`config.mk`:
```
export PLATFORM = sky130hd
export DESIGN_NAME = ids_sequencer
export DESIGN_NICKNAME = d
export VERILOG_FILES = /design/src/ids_sequencer.v
export VERILOG_INCLUDE_DIRS = /design/src
export SDC_FILE = /design/constraint.sdc
export NUM_CORES = 1
export LEC_CHECK = 0
export BUFFER_PORTS_ARGS = -buffer_cell sky130_fd_sc_hd__buf_2
export CORE_UTILIZATION = 49
export CTS_CLUSTER_DIAMETER = 200
export DETAILED_ROUTE_END_ITERATION = 12
export PLACE_DENSITY = 0.79
export SKIP_LAST_GASP = 1
export SLEW_MARGIN = 15
export SYNTH_ARGS = -nofsm -noshare
export SYNTH_HDL_FRONTEND = slang
export SYNTH_SLANG_ARGS = --single-unit
```
`constraint.sdc`:
```
create_clock -name clk -period 3.05 [get_ports clk]
set_input_delay 0.915 -clock clk [delete_from_list [all_inputs] [get_ports clk]]
set_output_delay 0.915 -clock clk [all_outputs]
set_load 0.05 [all_outputs]
```
`src/ids_consts.vh`:
```
`ifndef IDS_CONSTS_VH
`define IDS_CONSTS_VH
// ==========================================================
// configuration record
`define IDS_CFG_REC_NUM 8'h7F
`define IDS_CFG_DIAG_EN_BIT 0
`define IDS_CFG_COMBINED_BIT 1
// ==========================================================
// diagnostic record byte indices
`define IDS_REC_BYTE0 4'h0
`define IDS_REC_BYTE1 4'h1
`define IDS_REC_BYTE2 4'h2
`define IDS_REC_BYTE3 4'h3
`define IDS_REC_BASIC_BYTES 4
`define IDS_REC_EXT_BYTES 12
// ==========================================================
// diagnostic byte field positions
`define IDS_B0_MODULE_FAIL 0
`define IDS_B0_INT_ERR 1
`define IDS_B0_EXT_ERR 2
`define IDS_B0_CHAN_ERR 3
`define IDS_B0_EXT_SUPPLY 4
`define IDS_B1_CHAN_INFO 4
`define IDS_B2_INT_SUPPLY 4
`define IDS_B3_LOST_IRQ 6
`define IDS_CLASS_DIGITAL 4'hF
`define IDS_CLASS_FUNCTION 4'h8
// ==========================================================
// queue entry layout
`define IDS_QE_W 4
`define IDS_QE_TYPE 3
`define IDS_QE_OUT 2
`define IDS_QE_CH_HI 1
`define IDS_QE_CH_LO 0
// ==========================================================
// reset values
`define IDS_REC_RESET 32'h0000_0000
`define IDS_CFG_RESET 2'h0
`endif

```
`src/ids_sequencer.v`:
```
`include "ids_consts.vh"
`default_nettype none
module ids_sequencer #(
    parameter NUM_CH = 4,
    parameter QDEPTH = 8,
    parameter QAW = 3,
    parameter [15:0] MODULE_ADDR = 16'h0100
) (
    // clock and reset
    input wire clk,
    input wire resetn,
    input wire clk_en,
    // configuration record write
    input wire cfg_wr,
    input wire [7:0] cfg_rec_num,
    input wire [7:0] cfg_data,
    // measurement and fault sources
    input wire [NUM_CH-1:0] meas_end,
    input wire ext_supply_missing,
    input wire int_supply_missing,
    input wire output_overload,
    input wire function_module,
    input wire [8*`IDS_REC_EXT_BYTES-1:0] module_diag_data,
    // process handler link
    output reg proc_start,
    output reg [1:0] proc_ch,
    output reg [31:0] proc_event_dword,
    output reg proc_preempt,
    input wire proc_done,
    // diagnostic handler link
    output reg diag_start,
    output reg diag_outgoing,
    output reg [31:0] diag_event_dword,
    input wire diag_done,
    // record read service
    input wire rec_rd,
    input wire [3:0] rec_idx,
    output reg [7:0] rec_data,
    // indicator and log
    output reg system_fault_indicator,
    output reg log_valid,
    output reg [7:0] log_cause,
    output reg [15:0] log_addr,
    output reg log_outgoing
);

// ==========================================================
// states
localparam [2:0] ST_IDLE = 3'b001;
localparam [2:0] ST_PROC = 3'b010;
localparam [2:0] ST_DIAG = 3'b100;

// ==========================================================
// record assembly
function [31:0] mk_rec;
    input lost, ext_s, int_s, ovl, fmod;
    reg [7:0] b0, b1, b2, b3;
    begin
        b0 = 8'h00;
        b1 = 8'h00;
        b2 = 8'h00;
        b3 = 8'h00;
        b0[`IDS_B0_MODULE_FAIL] = lost | ext_s | int_s | ovl;
        b0[`IDS_B0_INT_ERR] = int_s | ovl;
        b0[`IDS_B0_EXT_ERR] = ext_s;
        b0[`IDS_B0_CHAN_ERR] = ext_s;
        b0[`IDS_B0_EXT_SUPPLY] = ext_s;
        b1[3:0] = fmod ? `IDS_CLASS_FUNCTION : `IDS_CLASS_DIGITAL;
        b1[`IDS_B1_CHAN_INFO] = lost | ext_s | int_s | ovl;
        b2[`IDS_B2_INT_SUPPLY] = int_s;
        b3[`IDS_B3_LOST_IRQ] = lost;
        mk_rec = {b3, b2, b1, b0};
    end
endfunction

// ==========================================================
// declarations
reg [2:0] state_r;
reg [1:0] cfg_r;
reg [NUM_CH-1:0] pend_r;
reg [NUM_CH-1:0] affected_r;
reg [NUM_CH-1:0] outpend_r;
reg [2:0] faults_r;
reg [31:0] rec_r;
reg [1:0] run_ch_r;
reg [`IDS_QE_W-1:0] q_mem_r [0:QDEPTH-1];
reg [QAW-1:0] q_wp_r;
reg [QAW-1:0] q_rp_r;
reg [QAW:0] q_cnt_r;
wire diag_en = cfg_r[`IDS_CFG_DIAG_EN_BIT];
wire combined = cfg_r[`IDS_CFG_COMBINED_BIT];
wire [2:0] faults_now = {output_overload, int_supply_missing, ext_supply_missing};
wire fault_rise = |(faults_now & ~faults_r);
wire fault_fall = |(~faults_now & faults_r);
wire fault_evt = fault_rise | fault_fall;
wire [NUM_CH-1:0] evt_ok = combined ? (meas_end & ~affected_r) : {NUM_CH{1'b0}};
wire recur = state_r[1] & evt_ok[run_ch_r];
wire q_empty = (q_cnt_r == {(QAW+1){1'b0}});
wire q_full = (q_cnt_r == QDEPTH[QAW:0]);
wire [`IDS_QE_W-1:0] q_head = q_mem_r[q_rp_r];
wire [31:0] live_rec = mk_rec(1'b0, faults_now[0], faults_now[1], faults_now[2], function_module);
wire [31:0] lost_rec = mk_rec(1'b1, faults_now[0], faults_now[1], faults_now[2], function_module);

// ==========================================================
// lowest pending channel
reg [1:0] pick_ch, out_ch;
reg pick_any, out_any;
integer i;
always @*
begin
    pick_ch = 2'h0;
    pick_any = 1'b0;
    out_ch = 2'h0;
    out_any = 1'b0;
    for (i = NUM_CH - 1; i >= 0; i = i - 1)
    begin
        if (pend_r[i])
        begin
            pick_ch = i[1:0];
            pick_any = 1'b1;
        end
        if (pend_r[i] && outpend_r[i])
        begin
            out_ch = i[1:0];
            out_any = 1'b1;
        end
    end
end

// ==========================================================
// queue push and pop decisions
reg q_push;
reg [`IDS_QE_W-1:0] q_push_d;
reg q_pop;
reg [NUM_CH-1:0] held_proc;
always @*
begin
    q_push = 1'b0;
    q_push_d = {`IDS_QE_W{1'b0}};
    held_proc = state_r[2] ? evt_ok : {NUM_CH{1'b0}};
    q_pop = state_r[0] && !q_empty;
    // fault edge not servable this cycle waits in the fifo, and is dropped if the fifo is full
    if ((state_r[2] || (state_r[0] && (!q_empty || out_any))) && fault_evt && diag_en && !q_full)
    begin
        q_push = 1'b1;
        q_push_d[`IDS_QE_TYPE] = 1'b1;
        q_push_d[`IDS_QE_OUT] = fault_fall & ~fault_rise;
    end
end

// ==========================================================
// held-event fifo
genvar g;
generate
    for (g = 0; g < QDEPTH; g = g + 1)
    begin : g_q
        localparam integer SLOT = g;
        always @(posedge clk or negedge resetn)
        begin
            if (!resetn)
                q_mem_r[g] <= {`IDS_QE_W{1'b0}};
            else if (clk_en && q_push && q_wp_r == SLOT[QAW-1:0])
                q_mem_r[g] <= q_push_d;
        end
    end
endgenerate

always @(posedge clk or negedge resetn)
begin
    if (!resetn)
    begin
        q_wp_r <= {QAW{1'b0}};
        q_rp_r <= {QAW{1'b0}};
        q_cnt_r <= {(QAW+1){1'b0}};
    end
    else if (clk_en)
    begin
        if (q_push)
            q_wp_r <= q_wp_r + 1'b1;
        if (q_pop)
            q_rp_r <= q_rp_r + 1'b1;
        if (q_push && !q_pop)
            q_cnt_r <= q_cnt_r + 1'b1;
        else if (q_pop && !q_push)
            q_cnt_r <= q_cnt_r - 1'b1;
    end
end

// ==========================================================
// sequencer
always @(posedge clk or negedge resetn)
begin
    if (!resetn)
    begin
        state_r <= ST_IDLE;
        cfg_r <= `IDS_CFG_RESET;
        pend_r <= {NUM_CH{1'b0}};
        affected_r <= {NUM_CH{1'b0}};
        outpend_r <= {NUM_CH{1'b0}};
        faults_r <= 3'h0;
        rec_r <= `IDS_REC_RESET;
        run_ch_r <= 2'h0;
        proc_start <= 1'b0;
        proc_ch <= 2'h0;
        proc_event_dword <= 32'h0000_0000;
        proc_preempt <= 1'b0;
        diag_start <= 1'b0;
        diag_outgoing <= 1'b0;
        diag_event_dword <= 32'h0000_0000;
        system_fault_indicator <= 1'b0;
        log_valid <= 1'b0;
        log_cause <= 8'h00;
        log_addr <= 16'h0000;
        log_outgoing <= 1'b0;
    end
    else if (clk_en)
    begin
        proc_start <= 1'b0;
        proc_preempt <= 1'b0;
        diag_start <= 1'b0;
        log_valid <= 1'b0;
        faults_r <= faults_now;
        if (cfg_wr && cfg_rec_num == `IDS_CFG_REC_NUM)
            cfg_r <= {cfg_data[`IDS_CFG_COMBINED_BIT], cfg_data[`IDS_CFG_DIAG_EN_BIT]};
        if (fault_evt)
            rec_r <= live_rec;
        if (recur)
            rec_r <= lost_rec;
        system_fault_indicator <= (|affected_r) | (|faults_r);
        case (state_r)
            ST_IDLE:
            begin
                pend_r <= pend_r | evt_ok;
                if (q_pop && q_head[`IDS_QE_TYPE])
                begin
                    state_r <= ST_DIAG;
                    diag_start <= 1'b1;
                    diag_outgoing <= q_head[`IDS_QE_OUT];
                    diag_event_dword <= live_rec;
                    log_valid <= 1'b1;
                    log_cause <= live_rec[7:0];
                    log_addr <= MODULE_ADDR;
                    log_outgoing <= q_head[`IDS_QE_OUT];
                end
                else if (q_pop)
                    pend_r[q_head[`IDS_QE_CH_HI:`IDS_QE_CH_LO]] <= 1'b1;
                else if (out_any)
                begin
                    state_r <= ST_DIAG;
                    outpend_r[out_ch] <= 1'b0;
                    affected_r[out_ch] <= 1'b0;
                    diag_start <= 1'b1;
                    diag_outgoing <= 1'b1;
                    diag_event_dword <= rec_r;
                    log_valid <= 1'b1;
                    log_cause <= rec_r[7:0];
                    log_addr <= MODULE_ADDR;
                    log_outgoing <= 1'b1;
                end
                else if (fault_evt && diag_en)
                begin
                    state_r <= ST_DIAG;
                    diag_start <= 1'b1;
                    diag_outgoing <= fault_fall & ~fault_rise;
                    diag_event_dword <= live_rec;
                    log_valid <= 1'b1;
                    log_cause <= live_rec[7:0];
                    log_addr <= MODULE_ADDR;
                    log_outgoing <= fault_fall & ~fault_rise;
                end
                else if (pick_any)
                begin
                    state_r <= ST_PROC;
                    pend_r[pick_ch] <= 1'b0;
                    run_ch_r <= pick_ch;
                    proc_start <= 1'b1;
                    proc_ch <= pick_ch;
                    proc_event_dword <= 32'h0000_0000;
                    proc_event_dword[{pick_ch, 3'b000}] <= 1'b1;
                end
            end
            ST_PROC:
            begin
                pend_r <= pend_r | (evt_ok & ~({{(NUM_CH-1){1'b0}}, 1'b1} << run_ch_r));
                if ((recur || fault_evt) && diag_en)
                begin
                    state_r <= ST_DIAG;
                    proc_preempt <= 1'b1;
                    diag_start <= 1'b1;
                    diag_outgoing <= ~recur & fault_fall & ~fault_rise;
                    diag_event_dword <= recur ? lost_rec : live_rec;
                    log_valid <= 1'b1;
                    log_cause <= recur ? lost_rec[7:0] : live_rec[7:0];
                    log_addr <= MODULE_ADDR;
                    log_outgoing <= ~recur & fault_fall & ~fault_rise;
                    if (recur)
                    begin
                        affected_r[run_ch_r] <= 1'b1;
                        outpend_r[run_ch_r] <= 1'b1;
                        pend_r[run_ch_r] <= 1'b1;
                    end
                end
                else if (proc_done)
                    state_r <= ST_IDLE;
            end
            ST_DIAG:
            begin
                pend_r <= pend_r | held_proc;
                if (diag_done)
                    state_r <= ST_IDLE;
            end
            default:
                state_r <= ST_IDLE;
        endcase
    end
end

// ==========================================================
// record read service
reg [7:0] rec_byte;
always @*
begin
    rec_byte = 8'h00;
    if (rec_idx < `IDS_REC_BASIC_BYTES)
        rec_byte = rec_r[{rec_idx[1:0], 3'b000} +: 8];
    else
        rec_byte = module_diag_data[{rec_idx - 4'h4, 3'b000} +: 8];
end

always @(posedge clk or negedge resetn)
begin
    if (!resetn)
        rec_data <= 8'h00;
    else if (clk_en && rec_rd)
        rec_data <= rec_byte;
end

endmodule
`default_nettype wire

```
Yosys cells after proc, flatten, opt, wreduce, memory -nomap -nowiden
Cells that the tools add are included.

operators by class
  add/sub/neg operators = 5
  magnitude comparators = 12
  equal/unequal tests = 22
  shift-type cells = 3
  multiplexer cells = 109
  bitwise gates (word level) = 36
  reductions and logical operators = 57

operators by type and width
  operator                                             number
  two-way mux 32 bit                                   7
  indexed part select 96 x 8 -> 8 bit                  1
  two-way mux 4 bit                                    23
  two-way mux 16 bit                                   5
  case mux 32 bit (2 select lines)                     1
  two-way mux 8 bit                                    6
  two-way mux 1 bit                                    33
  case mux 16 bit (2 select lines)                     1
  indexed part select 32 x 6 -> 8 bit                  1
  two-way mux 31 bit                                   1
  logical AND 1 bit                                    30
  OR 4 bit                                             7
  two-way mux 3 bit                                    9
  AND 4 bit                                            5
  two-way mux 2 bit                                    9
  NOT 4 bit                                            4
  case mux 4 bit (2 select lines)                      2
  case mux 8 bit (2 select lines)                      1
  equality test 3 bit (second input constant)          5
  AND reduction 7 bit                                  2
  binary-select mux 4 bit (select 3 bit)               1
  < comparator 2 x 3 -> 1 bit (second input constant)  4
  != test 2 bit (second input constant)                6
  case mux 4 bit (3 select lines)                      1
  other kinds (37)                                     79

word-level totals
  register bits after elaboration = 153
  bits of input ports = 131
  output and inout port bits = 105
  logic and storage cells = 273

Depth between registers and ports, before layout
  depth after elaboration = 16
  mapped depth = 12
  depth with buffers taken out = 11

Worst setup path after synthesis
No wires, ideal clock.

  path kind = input to register
  start = in output_overload
  end = reg q_cnt_r[3]
  setup time = 0.126 ns
  data arrival time = 2.631 ns
  required time = 2.924 ns
  path slack = 0.294 ns
  stages on the path = 11
  buffers on the path = 0
  cell sequence = xnor2_1 -> nand3_1 -> o2111a_1 -> ha_1 -> inv_1 -> ha_1 -> a21o_1 -> a21oi_1 -> xnor2_1 -> nor2_1 -> xor2_1

on the way
  word-level cells in the longest chain between the ends = 12
  elaborated cells on any way between the ends = 16
  those cells by class = mux (2); bitwise (4); reduce/logical (10)

ends and longest elaborated chain
  what                                line                 text
  from (decl)                         ids_sequencer.v:21   input wire output_overload,
  NOT 3 bit                           ids_sequencer.v:94   wire fault_fall = |(~faults_now & faults_r);
  AND 3 bit                           ids_sequencer.v:94
  OR reduction 3 bit                  ids_sequencer.v:94
  OR 1 bit (*)                        ids_sequencer.v:95   wire fault_evt = fault_rise | fault_fall;
  logical AND 1 bit (*) (3 in a row)  ids_sequencer.v:143  if ((state_r[2] || (state_r[0] && (!q_empty || out_any))) && fault_evt && diag_en && !q_full)
  two-way mux 1 bit (*)               ids_sequencer.v:143
  net q_push                          ids_sequencer.v:132  reg q_push;
  zero test 1 bit                     ids_sequencer.v:184  else if (q_pop && !q_push)
  logical AND 1 bit                   ids_sequencer.v:184
  nonzero test 2 bit (no line)        --
  AND reduction 2 bit (no line)       --
  to (signal assigned)                ids_sequencer.v:174  q_cnt_r <= {(QAW+1){1'b0}};
  to (signal assigned)                ids_sequencer.v:183  q_cnt_r <= q_cnt_r + 1'b1;
  to (signal assigned)                ids_sequencer.v:185  q_cnt_r <= q_cnt_r - 1'b1;
  to (decl)                           ids_sequencer.v:89   reg [QAW:0] q_cnt_r;

Mark *: on every way through the listed nets, which the timed path passes. The rest lies on a longest branch.
A chain may end at the register's enable or synchronous reset.

Worst setup path in the final report
  start = in ext_supply_missing
  end = reg q_cnt_r[3]

on the way
  word-level cells in the longest chain between the ends = 12
  elaborated cells on any way between the ends = 16
  those cells by class = mux (2); bitwise (4); reduce/logical (10)

ends and longest elaborated chain
  what                                line                 text
  from (decl)                         ids_sequencer.v:19   input wire ext_supply_missing,
  NOT 3 bit                           ids_sequencer.v:94
  AND 3 bit                           ids_sequencer.v:94
  OR reduction 3 bit                  ids_sequencer.v:94
  OR 1 bit (*)                        ids_sequencer.v:95
  logical AND 1 bit (*) (3 in a row)  ids_sequencer.v:143
  two-way mux 1 bit (*)               ids_sequencer.v:143
  net q_push                          ids_sequencer.v:132
  zero test 1 bit                     ids_sequencer.v:184
  logical AND 1 bit                   ids_sequencer.v:184
  nonzero test 2 bit (no line)        --
  AND reduction 2 bit (no line)       --

Marks and branches as above.

==> impl_results.md <==
* Sequential power share at 0.312
* Synth Area in Compound Gates at 0.126
* Crit-path max FO at 4
* Clk pwr share at 0.207
* Hold Fails Final Rpt at 0
* Fin. max-slew vios at 0
* Crit. End Element: flop
* Clock skew at around 0.0084 ns
* MaxCap Viol Count at 0
* Count of input and output buffers at between 150 and 200
* Post-synthesis mux area share at 0.203
* Post-CTS setup buffer count at 0
* Setup crit start kind: input port
* Clock Sinks at 80
* Vias in the first global route at ~4500
* Wirelength per Cell at between 15 and 20 microns
* Net Switching at 2.33 mW
* H-tree Lvls at 3
* Syn-to-layout area delta at 16.3%
* Total CTS buffers at 9
* Die height at 109 microns
* Post-CTS resize count at 0
* Lkg Pwr at 3.21 nW
* Minimum hold slack at between 0.4 and 0.5 ns
* Minimum clock period at 2.68 ns
* Via density at 5.48
* Top cells by area, synth: dfrtp_1 35%, buf_4 11%, mux4_2 11%
* Outcome: completed
* Synth top area share at 0.355
* Final period util at 0.879
* Number of synthesized flops with an enable pin at 0
* Comb pwr share at 0.481
* Largest family of logic cells by synthesized area: multiplexers
* CTS Hold Bufs at 0
* Post-Synth XOR/XNOR Area at 0.0173
* Simple-Gate Fraction of Synth Area at 0.119
* Sequential area share after synthesis at 0.359
* Sw Share at 0.456
* Internal at 2.77 mW
* Antenna viol nets, final at 0
* Cell Count Post-Placement at 811
* Clock Root Buffer: clkbuf_16
* Final net count at around 830
* Finish-stage setup viols at 0
* Hold path depth at 1
* Worst-skew pair later-pin latency at 0.34 ns
* Worst Tran Pin Value at 1.04 ns
* DRC at 0
* Initial core utilization at 0.507
* DIE AREA at 11800 sq um
* Synth cell types at 62
* Antenna violations before repair at 0
* Peak supply drop at 0.532 mV
* Yosys warns at 0
* DRT iter0 DRCs at 304
* Share of cells above drive strength 1 at 0.388
* Chip width at roughly 110 microns
* # IOs at approximately 240
* Total GRT Usage at 0.253
* Max-slew headroom at 0.309
* Synth Instances at ~530
* GRT Residual Overflow at 0
* Maximum number of pins on one net before global-route repair at between 80 and 90
* Syn Area/Cell at 10.4 sq um
* Post-synth top area cell: dfrtp_1
* N_diodes at 0
* Router iterations before antenna repair at 5
* Fill count at between 900 and 1000
* Final GP Congestion at roughly 0.96
* Wire length of the first global-routing pass at about 23 mm
* Crit path DAT at about 2.9 ns
* Post-Syn Area at approximately 5600 sq um
* Seq cells post-synth at 80
* Core area at ~11000 sq um
* Max frequency at between 0.3 and 0.4 GHz
* CP Class: in2reg
* Worst r2r path cells at 11
* TritonCTS clock tree: built
* Hold Crit Class: reg2reg
* Clock Tree Buf Depth at 2
* Adder-Cell Fraction of Synth Area at 0.0283
* Power Dens Cells at between 700 and 800 nW/um^2
* DP HPWL at approximately 11 mm
* Unrepaired setup endpoints after global routing: no
* WL final at 14.1 mm
* Required @ worst endpoint at 3.26 ns
* Finished Layout Cells at 826
* Setup TNS at 0 ns
* Clk slew on worst S/H paths at approximately 0.05 ns
* Ys flop type: dfrtp_1
* # rows at 38
* Vias at between 4000 and 5000
* Fraction of registers with async set/reset at 1.00
## critical path, cell delays in order
cell and delay, ns:
buf_2 0.13, xnor2_1 0.16, nand3_1 0.16, o2111a_1 0.20
ha_1 0.24, inv_1 0.12, ha_1 0.25, a21o_1 0.18
a21oi_1 0.18, xnor2_1 0.14, nor2_1 0.08, xor2_1 0.14
## final timing paths
check,start,to,slack (ns)
max,ext_supply_missing,q_cnt_r[3],0.37
max in group asynchronous,resetn,rec_data[7],1.62
min in group asynchronous,resetn,pend_r[3],0.73
min reg2reg,q_mem_r[3],q_mem_r[3],0.46
min,q_mem_r[3],q_mem_r[3],0.46
max reg2reg,pend_r[1],q_cnt_r[3],0.38
## routing by layer
layer,up-vias,global-route usage,wire (microns)
met4,0,0.0878,298
met1,2222,0.343,6080
li1,2071,-,-
met5,-,0,0
met2,195,0.396,6780
met3,36,0.0598,927
## sequential cells by signal (all words and copies together) (netlist names)
register	cells
faults_r	3
state_r	3
outpend_r	4
q_wp_r	3
pend_r	4
system_fault_indicator	1
rec_data	8
log_valid	1
proc_event_dword	4
cfg_r	2
log_addr	1
rec_r	7
log_cause	1
log_outgoing	1
q_cnt_r	4
q_rp_r	3
proc_start	1
run_ch_r	2
diag_event_dword	6
q_mem_r	16
proc_preempt	1
affected_r	4
## Yosys cell counts, types with 4 or more instances
master / instances
mux2_2: 27
o21ai_0: 27
a221o_1: 4
a31oi_1: 6
mux2i_1: 12
nand3_1: 18
a21oi_1: 11
nand4_1: 4
mux4_2: 27
inv_1: 21
o31ai_1: 8
dfrtp_1: 79
nand2_1: 42
a22oi_1: 4
nor2b_1: 9
buf_4: 82
a211oi_1: 4
a22o_1: 7
ha_1: 11
clkbuf_1: 12
buf_2: 7
mux2_4: 6
a21o_1: 4
nand2b_1: 13
xnor2_1: 10
nor2_1: 19
nor3_1: 4
## area by class of cell
type,count,area (sq um),share of cell area
multi-input combinational,391,3000,0.463
tap,140,175,0.0270
clock buffer,11,243,0.0375
clock inverter,4,45.0,0.00695
sequential,80,2000,0.309
timing repair buffer,178,931,0.144
inverter,22,82.6,0.0127
## placed cells by master, fill, tap and decap left out, types with 4 or more instances in the layout
cell       netlist  final
xnor2_1         10     10
nand2b_1        13     13
mux4_2          27     27
nor2b_1          9      9
a211oi_1         4      4
dfrtp_1         79     79
inv_1           21     21
nor2_1          19     19
buf_4           82     16
a22oi_1          4      4
a21oi_1         11     11
a31oi_1          6      6
a22o_1           7      7
nand4_1          4      4
nand3_1         18     18
conb_1           1     66
mux2_4           6      6
mux2_2          27     27
a21o_1           4      4
o31ai_1          8      8
clkbuf_16        0      9
mux2i_1         12     12
nand2_1         42     42
ha_1            11     11
o21ai_0         27     27
nor3_1           4      4
buf_2            7    162
a221o_1          4      4
## kinds of logic after synthesis
family,after synthesis
AOI/OAI and AO/OA,99
xor gates and xnor gates,11
adders and majority gates,12
buffers and inverters,128
DFF,80
muxes,73
other,1
and+or+nand+nor,130
## power groups by stage
stage / clock network, mW / registers, mW / logic (mW)
6_report: 1.05 / 1.59 / 2.45
3_5_place_dp: 0 / 1.61 / 2.44
2_1_floorplan: 0 / 1.83 / 1.80
4_1_cts: 1.07 / 1.59 / 2.45
3_3_place_gp: 0 / 1.59 / 2.38
5_1_grt: 1.11 / 1.64 / 2.65
## through the flow
| stage | power, mW | util | area, sq um | setup slack (ns) |
|---|---|---|---|---|
| after global routing | 5.40 | 0.590 | 6480 | 0.182 |
| final | 5.10 | 0.590 | 6480 | 0.369 |
| after detailed placement | 4.04 | 0.564 | 6190 | 0.0563 |
| after global placement | 3.97 | 0.564 | 6190 | 0.139 |
| after CTS | 5.11 | 0.590 | 6480 | 0.374 |
| after floorplan | 3.63 | - | 5820 | 0.294 |
(Power assumes the default switching activity.)
